`src/rtl/cla_pkg.sv`:
```
package cla_pkg;
  // ****************************************
  // Widths
  // ****************************************
  localparam int unsigned WIDTH = 4;
  localparam int unsigned DEC_W = 4;
  // ****************************************
  // Pre-decode lane positions
  // ****************************************
  localparam int unsigned DEC_A_OR_B   = 0;
  localparam int unsigned DEC_A_OR_NB  = 1;
  localparam int unsigned DEC_NA_OR_B  = 2;
  localparam int unsigned DEC_NA_OR_NB = 3;
  // ****************************************
  // Product term select codes
  // ****************************************
  localparam logic [3:0] SEL_ONE  = 4'h0;
  localparam logic [3:0] SEL_AND  = 4'h7;
  localparam logic [3:0] SEL_XOR  = 4'h9;
  localparam logic [3:0] SEL_XNOR = 4'h6;
  localparam logic [3:0] SEL_OR   = 4'h1;
  localparam logic [3:0] SEL_NOR  = 4'hE;
endpackage : cla_pkg

```
`src/rtl/carry_lookahead_adder_4bit.sv`:
```
`timescale 1ns/1ps
// Overview of operation
// - Cell takes two bits, carry; gives sum, carry
// - Sum odd parity; carry on two or more
// - Ripple chain links each carry to next
// - Bit zero sum is A0^B0^cin
// - Bit zero carry is majority with cin
// - Look-ahead carries all formed in parallel
// - Carry-out ORs generate terms with propagates
// - Four-bit carry-out from bits three..zero, cin
// - Pre-decode held A, input B into ORs
// - Product term selects any of sixteen ANDs
// - Sum bits combine groups through XOR
// - Top sum uses look-ahead carry into bit3
module carry_lookahead_adder_4bit (
  // Clock and reset for held operand
  input  wire logic                      clk_sys,
  input  wire logic                      nrst,
  // Held operand load
  input  wire logic                      a_load,
  input  wire logic [cla_pkg::WIDTH-1:0] a_in,
  // Live operand and carry
  input  wire logic [cla_pkg::WIDTH-1:0] b_in,
  input  wire logic                      carry_in,
  // Product term selection per bit
  input  wire logic [cla_pkg::DEC_W-1:0] term_sel [cla_pkg::WIDTH],
  // Look-ahead results
  output logic      [cla_pkg::WIDTH-1:0] sum,
  output logic                           carry_out,
  // Ripple results
  output logic      [cla_pkg::WIDTH-1:0] ripple_sum,
  output logic                           ripple_carry_out,
  // Selected product terms
  output logic      [cla_pkg::WIDTH-1:0] term_out,
  // Held operand view
  output logic      [cla_pkg::WIDTH-1:0] a_held
);
  // ****************************************
  // Declarations
  // ****************************************
  // Held operand
  logic [cla_pkg::WIDTH-1:0] a_q;
  logic [cla_pkg::WIDTH-1:0] a_d;

  // Bit-pair lanes and pair terms
  logic [cla_pkg::DEC_W-1:0] dec [cla_pkg::WIDTH];
  logic [cla_pkg::WIDTH-1:0] gen;
  logic [cla_pkg::WIDTH-1:0] prop;
  logic [cla_pkg::WIDTH-1:0] half;

  // Look-ahead carry network
  logic [cla_pkg::WIDTH-1:0] chain [cla_pkg::WIDTH];
  logic [cla_pkg::WIDTH-1:0] pterm [cla_pkg::WIDTH];
  logic [cla_pkg::WIDTH-1:0] cla_c;
  logic [cla_pkg::WIDTH:0]   co_term;

  // Ripple chain
  logic [cla_pkg::WIDTH:0]   rip_c;

  // ****************************************
  // Term select function
  // ****************************************
  // Each select bit enables one pre-decoded OR into the AND
  function automatic logic pick_term(input logic [cla_pkg::DEC_W-1:0] d,
                                     input logic [cla_pkg::DEC_W-1:0] s);
    logic r;
    r = 1'b1;
    for (int k = 0; k < int'(cla_pkg::DEC_W); k++) begin
      if (s[k]) begin
        r = r & d[k];
      end
    end
    return r;
  endfunction : pick_term

  // ****************************************
  // Bit-pair decode function
  // ****************************************
  // Four OR lanes of one operand bit pair
  function automatic logic [cla_pkg::DEC_W-1:0] pair_decode(input logic a,
                                                           input logic b);
    logic [cla_pkg::DEC_W-1:0] d;
    d                        = '0;
    d[cla_pkg::DEC_A_OR_B]   = a | b;
    d[cla_pkg::DEC_A_OR_NB]  = a | ~b;
    d[cla_pkg::DEC_NA_OR_B]  = ~a | b;
    d[cla_pkg::DEC_NA_OR_NB] = ~a | ~b;
    return d;
  endfunction : pair_decode

  // ****************************************
  // Held operand register
  // ****************************************
  // Loads on a_load, reset clears
  assign a_d = a_load ? a_in : a_q;
  always_ff @(posedge clk_sys) begin
    if (!nrst) begin
      a_q <= '0;
    end else begin
      a_q <= a_d;
    end
  end
  assign a_held = a_q;

  // ****************************************
  // Bit-pair decode and product terms
  // ****************************************
  genvar i;
  genvar j;
  generate
    for (i = 0; i < int'(cla_pkg::WIDTH); i++) begin : g_bit
      // Four OR lanes feed the product-term array
      assign dec[i]      = pair_decode(a_q[i], b_in[i]);
      assign term_out[i] = pick_term(dec[i], term_sel[i]);
    end
  endgenerate

  // ****************************************
  // Generate, propagate and half sum
  // ****************************************
  generate
    for (i = 0; i < int'(cla_pkg::WIDTH); i++) begin : g_pair
      // Generate is A*B: /A+B, A+/B, A+B all true
      assign gen[i]  = dec[i][cla_pkg::DEC_A_OR_B]
                     & dec[i][cla_pkg::DEC_A_OR_NB]
                     & dec[i][cla_pkg::DEC_NA_OR_B];
      // Propagate is A+B
      assign prop[i] = dec[i][cla_pkg::DEC_A_OR_B];
      // Half sum is A^B: one of A+/B, /A+B is false
      assign half[i] = ~dec[i][cla_pkg::DEC_A_OR_NB]
                     ^ ~dec[i][cla_pkg::DEC_NA_OR_B];
    end
  endgenerate

  // ****************************************
  // Propagate chains
  // ****************************************
  // Row n, column k: AND of propagates k up to n-1
  // Columns at or above n stay open
  generate
    for (i = 0; i < int'(cla_pkg::WIDTH); i++) begin : g_chain_row
      for (j = 0; j < int'(cla_pkg::WIDTH); j++) begin : g_chain_col
        if (j >= i) begin : g_open
          assign chain[i][j] = 1'b1;
        end else begin : g_span
          assign chain[i][j] = &prop[i-1:j];
        end
      end
    end
  endgenerate

  // ****************************************
  // Product-term array
  // ****************************************
  // Row n holds the terms of the carry into bit n
  // Columns above n tie low
  generate
    for (i = 0; i < int'(cla_pkg::WIDTH); i++) begin : g_pt_row
      for (j = 0; j < int'(cla_pkg::WIDTH); j++) begin : g_pt_col
        if (j < i) begin : g_gen_term
          assign pterm[i][j] = gen[j] & chain[i][j+1];
        end else if (j == i) begin : g_cin_term
          assign pterm[i][j] = carry_in & chain[i][0];
        end else begin : g_idle
          assign pterm[i][j] = 1'b0;
        end
      end
    end
  endgenerate

  // ****************************************
  // Carry OR plane
  // ****************************************
  // One OR gate per carry row, all rows in parallel
  generate
    for (i = 0; i < int'(cla_pkg::WIDTH); i++) begin : g_carry
      assign cla_c[i] = |pterm[i];
    end
  endgenerate

  // ****************************************
  // Four-bit carry-out
  // ****************************************
  // Top generate first, carry input last
  assign co_term[0] = gen[3];
  assign co_term[1] = prop[3] & gen[2];
  assign co_term[2] = prop[3] & prop[2]
                    & gen[1];
  assign co_term[3] = prop[3] & prop[2] & prop[1]
                    & gen[0];
  assign co_term[4] = prop[3] & prop[2] & prop[1]
                    & prop[0] & carry_in;
  assign carry_out  = |co_term;

  // ****************************************
  // Sum bits
  // ****************************************
  // Half sum XORed with the carry group, never ORed
  generate
    for (i = 0; i < int'(cla_pkg::WIDTH); i++) begin : g_sum
      assign sum[i] = half[i] ^ cla_c[i];
    end
  endgenerate

  // ****************************************
  // Ripple chain
  // ****************************************
  // Kept beside the look-ahead form as a second result
  assign rip_c[0] = carry_in;
  generate
    for (i = 0; i < int'(cla_pkg::WIDTH); i++) begin : g_rip
      full_adder_cell u_cell (
        .a    (a_q[i]),
        .b    (b_in[i]),
        .cin  (rip_c[i]),
        .sum  (ripple_sum[i]),
        .cout (rip_c[i+1])
      );
    end
  endgenerate
  assign ripple_carry_out = rip_c[cla_pkg::WIDTH];
endmodule : carry_lookahead_adder_4bit

```
`src/rtl/full_adder_cell.sv`:
```
`timescale 1ns/1ps
module full_adder_cell (
  // Operand bits
  input  wire logic a,
  input  wire logic b,
  input  wire logic cin,
  // Results
  output logic      sum,
  output logic      cout
);
  // ****************************************
  // Bit cell
  // ****************************************
  assign sum  = a ^ b ^ cin;
  assign cout = (a & b) | ((a | b) & cin);
endmodule : full_adder_cell

```
`config.mk`:
```
export PLATFORM = sky130hd
export DESIGN_NAME = carry_lookahead_adder_4bit
export DESIGN_NICKNAME = d
export VERILOG_FILES = /design/src/rtl/cla_pkg.sv /design/src/rtl/carry_lookahead_adder_4bit.sv /design/src/rtl/full_adder_cell.sv
export SDC_FILE = /design/constraint.sdc
export NUM_CORES = 1
export LEC_CHECK = 0
export BUFFER_PORTS_ARGS = -buffer_cell sky130_fd_sc_hd__buf_2
export CAP_MARGIN = 25
export CORE_MARGIN = 2
export CORE_UTILIZATION = 39
export DETAILED_ROUTE_END_ITERATION = 10
export PLACE_DENSITY = 0.76
export SLEW_MARGIN = 40
export SYNTH_ARGS = -nofsm -noshare
export SYNTH_HDL_FRONTEND = slang
export SYNTH_SLANG_ARGS = --single-unit
```
`constraint.sdc`:
```
create_clock -name clk_sys -period 3 [get_ports clk_sys]
set_input_delay 0.6 -clock clk_sys [delete_from_list [all_inputs] [get_ports clk_sys]]
set_output_delay 0.6 -clock clk_sys [all_outputs]
set_load 0.02 [all_outputs]
```
Yosys cells after proc, flatten, opt, wreduce, memory -nomap -nowiden. Cells that the tools add are included.

Flip-flop bits (word level): 4. Output and inout bits: 18.

Mux-type cells: 16. Bitwise logic cells: 92. Reduce and logical (&&, ||, !) cells: 7.

Operators with widths (number): $and A1 B1 Y1 (40); $or A1 B1 Y1 (20); $mux W1 (16); $not A1 Y1 (16); $xor A1 B1 Y1 (16); $reduce_or A5 Y1 (1); $reduce_and A2 Y1 (2); $reduce_or A4 Y1 (1); $reduce_and A3 Y1 (1); $reduce_or A3 Y1 (1); $reduce_or A2 Y1 (1).

Depth between registers and ports, before layout.
Word-level depth: 9. Gate-level depth with buffers: 7. Depth with buffers taken out: 6.

Modules after synthesis. A second synthesis with hierarchy kept.

Cell total of the unflattened synthesis: 75. Area, all modules: 738.2 µm².

Modules (own cells, without submodules): carry_lookahead_adder_4bit (times used 1, cells each 71, area an instance 658.1 µm², sequential area each 80.1 µm²); full_adder_cell (times used 4, cells each 1, area an instance 20.0 µm², sequential area each 0.0 µm²).

Worst setup path before layout. OpenSTA, ideal clock, no wires.

Path kind: input to output. From: in b_in[0] in the netlist's numbering. To: out ripple_sum[3] in the netlist's numbering. Arrival: 2454 ps. Slack: -54 ps. Cell stages on the path: 7. Path buffers: 1. Cells stage by stage: fa_1 fa_1 fa_1 inv_1 fa_1 inv_1 buf_4.

Longest elaborated chain between the ends: 8. Elaborated cells on any way between the ends: 9.

Ends and longest elaborated chain: from (decl) (RTL line carry_lookahead_adder_4bit.sv:23) `input wire logic [cla_pkg::WIDTH-1:0] b_in,`; $or A1 B1 Y1 (RTL line full_adder_cell.sv:15) `assign cout = (a & b) | ((a | b) & cin);`; $and A1 B1 Y1 (RTL line full_adder_cell.sv:15); $or A1 B1 Y1 * (RTL line full_adder_cell.sv:15); $and A1 B1 Y1 * (RTL line full_adder_cell.sv:15); $or A1 B1 Y1 * (RTL line full_adder_cell.sv:15); $and A1 B1 Y1 * (RTL line full_adder_cell.sv:15); $or A1 B1 Y1 * (RTL line full_adder_cell.sv:15); $xor A1 B1 Y1 * (RTL line full_adder_cell.sv:14) `assign sum = a ^ b ^ cin;`; to (decl) (RTL line carry_lookahead_adder_4bit.sv:31) `output logic [cla_pkg::WIDTH-1:0] ripple_sum,`.

Mark *: on every way between the ends. The rest lies on a longest branch, timed or not.

Final worst setup path. Same ends and word-level chain as after synthesis.

==> impl_metrics.yaml <==
placed_design:
  hpwl_um: 1420
  gp_congestion: 0.814
  io_buffer_count: 45
  dp_slack_ns: -0.153
  dp_cells: 145
final_layout:
  n_antenna_cell: 0
  syn2layout_area_growth_pct: 31.3
  stdcell_count: 148
  largest_reg_flops: 4
  multiInputGateArea_um2: 569
  drive_above_1_share: 0.488
  filler_cell_count: 209
  fin_nets: 173
  seq_area_um2: 80.1
  final_util: 0.529
sta:
  slew_headroom: 0.825
  worst_slew_pin_slew_ns: 0.262
  finalHoldViolations: 0
  slew_violations: 0
  fin_crit_ns: 3.06
  rsz0062_at_grt: "true"
  fin_skew_ns: 0
  fin_crit_sh: 1.02
  clock.fmax_mhz: 327
  hold_ws_ns: 0.573
  setup_viol: 1
  timing.final.ws_setup_ns: -0.0565
drt:
  drt_first_pass_iters: 3
  via_per_inst: 4.60
  drc: 0
  first_iter_violations: 2
  drt-total-wl_um: 1630
  antenna_left: 0
  routedWlPerCell_um: 11.0
  vias: 681
global_route:
  grt_max_degree: 7
  overflow: 0
  grt_usage: 0.147
  antenna_found_initial: 0
  grt_pass1_vias: 648
  grt_pass1_wl_um: 2690
critical_path:
  critPathSlowestCell: "fa_1"
  cpPeakStageDelay_ns: 0.42
  worst_ep_required_time_ns: 2.40
  cp-start-kind: "input pin"
  cp-startpoint: "b_in[0]"
  endpoint_kind: "output pin"
  path_cells: "buf_6 > fa_2 > fa_2 > fa_2 > inv_2 > fa_1 > inv_2 > buf_6"
  crit_path_max_fanout: 2
  arrival_ns: 2.46
  crit_top_cell: "fa_2"
  r2r-start: "a_held[0]"
  worstSetupPathType: "input pin to output pin"
synth:
  synth_top_area_share: 0.291
  netlist_instances: 82
  synth_warnings: 0
  synth_cell_types: 20
  synth_area_per_cell_um2: 9.45
  syn-num-nets: 132
  synth_area_leaders: "ha_1, dfxtp_1, fa_1"
  ys_async_sr_fraction: 0
  netlist_area_um2: 774
  ys.flop_type: "dfxtp_1"
  synth_edf_count: 0
  ys_ff_latch: 4
  yosysTopAreaCell: "ha_1"
  seq_area_frac_synth: 0.103
clock_tree:
  cts-root-buf: "clkbuf_4"
  clk_path_buf_depth: 2
  cts_tree: "built"
  post_cts_buffers: 0
  clk_latency_ns: 0.23
  cts_max_level: 1
  cts.sinks: 4
  cts.clk_slew.worst_paths_ns: 0.04
  numCtsBuffers: 3
floorplan:
  io_pins: 46
  coreArea_um2: 1920
  die_x_um: 48.6
  initial_core_util: 0.403
  rows: 16
  die_h_um: 48.6
  dieArea_um2: 2360
flow_run:
  cap_viol_max_count: 0
power_and_ir_drop:
  p_per_area_nw_per_um2: 296
  p_leak_nw: 0.561
  peakVddDrop_mv: 0.222
status:
  violations: "setup timing"
  status: "finished, violations left"
hold_path:
  hold_class: "register to register"
  hp-start: "a_held[3]"
## layer usage
metal | wire, um | vias to the layer above | GRT usage
met5 | 0 | - | 0
met4 | 36 | 0 | 0.0857
li1 | - | 340 | -
met2 | 878 | 25 | 0.292
met3 | 94 | 4 | 0.0185
met1 | 615 | 312 | 0.143
## worst max-delay path: cells and delay by family
kind	cells	cell delay (ns)
buffers and inverters	4	0.34
adders and majority gates	4	1.52
## final cells by class
type,count,share of cell area
multi-input combinational,53,0.560
timing repair buffer,47,0.255
sequential,4,0.0787
inverter,14,0.0517
tap,27,0.0332
clock buffer,3,0.0221
## per-stage QoR
step	setup TNS [ns]	power, mW	cell area (um^2)
floorplan	0	0.190	779
global placement	-0.146	0.225	973
detailed placement	-0.153	0.228	973
CTS	-0.0904	0.303	1010
global route	-0.119	0.322	1020
finish	-0.0565	0.301	1020
## Yosys cell counts, types with 2 or more instances
| cell type | n |
|---|---|
| a22o_1 | 4 |
| buf_4 | 10 |
| nor3_1 | 2 |
| fa_1 | 4 |
| dfxtp_1 | 4 |
| ha_1 | 18 |
| nor2b_1 | 5 |
| a211oi_2 | 2 |
| inv_1 | 14 |
| nor2b_4 | 2 |
| o21ai_0 | 2 |
| mux2i_1 | 4 |
| a221oi_1 | 4 |
## cells in the final DEF (no fill, tap or decap)
master / synthesis / layout
fa_2: 0 / 3
dfxtp_1: 4 / 4
o21a_1: 1 / 1
a221oi_1: 4 / 4
nor2b_1: 5 / 5
inv_1: 14 / 12
o211ai_1: 1 / 1
buf_4: 10 / 2
inv_2: 0 / 2
nor2_1: 1 / 1
nor3_1: 2 / 2
buf_2: 0 / 42
ha_1: 18 / 18
o211a_1: 1 / 1
mux2i_1: 4 / 4
xnor2_1: 1 / 1
clkbuf_4: 0 / 3
buf_6: 0 / 3
a21oi_1: 1 / 1
a211oi_2: 2 / 2
fa_1: 4 / 1
a22o_1: 4 / 4
nor2b_4: 2 / 2
o21ai_0: 2 / 2
## path summary, 6_finish.rpt
kind / slack (ns) / cells past startpoint / end
max: -0.06 / 8 / ripple_sum[3]
min: 0.57 / 2 / a_held[3]
max reg2reg: 2.23 / 3 / a_held[0]
min reg2reg: 0.57 / 2 / a_held[3]
## where the power goes
part	total, mW	switching, mW	internal, mW
clock network	0.0667	0.0220	0.0447
logic	0.173	0.0969	0.0757
registers	0.0615	0.00475	0.0567
total	0.301	0.124	0.177
## cells by family after synthesis
kind of cell | share of synthesized area
compound gates | 0.174
xor+xnor | 0.0113
fa+ha+maj | 0.394
buf+inv | 0.171
flops | 0.103
mux | 0.0517
simple gates | 0.0937
## what timing repair did
action                     CTS  global route
resized for setup            5             3
pin swaps                    2             2
hold buffers                 0             0
setup endpoints to repair    1             1
Power figures use the tool's default switching activity.
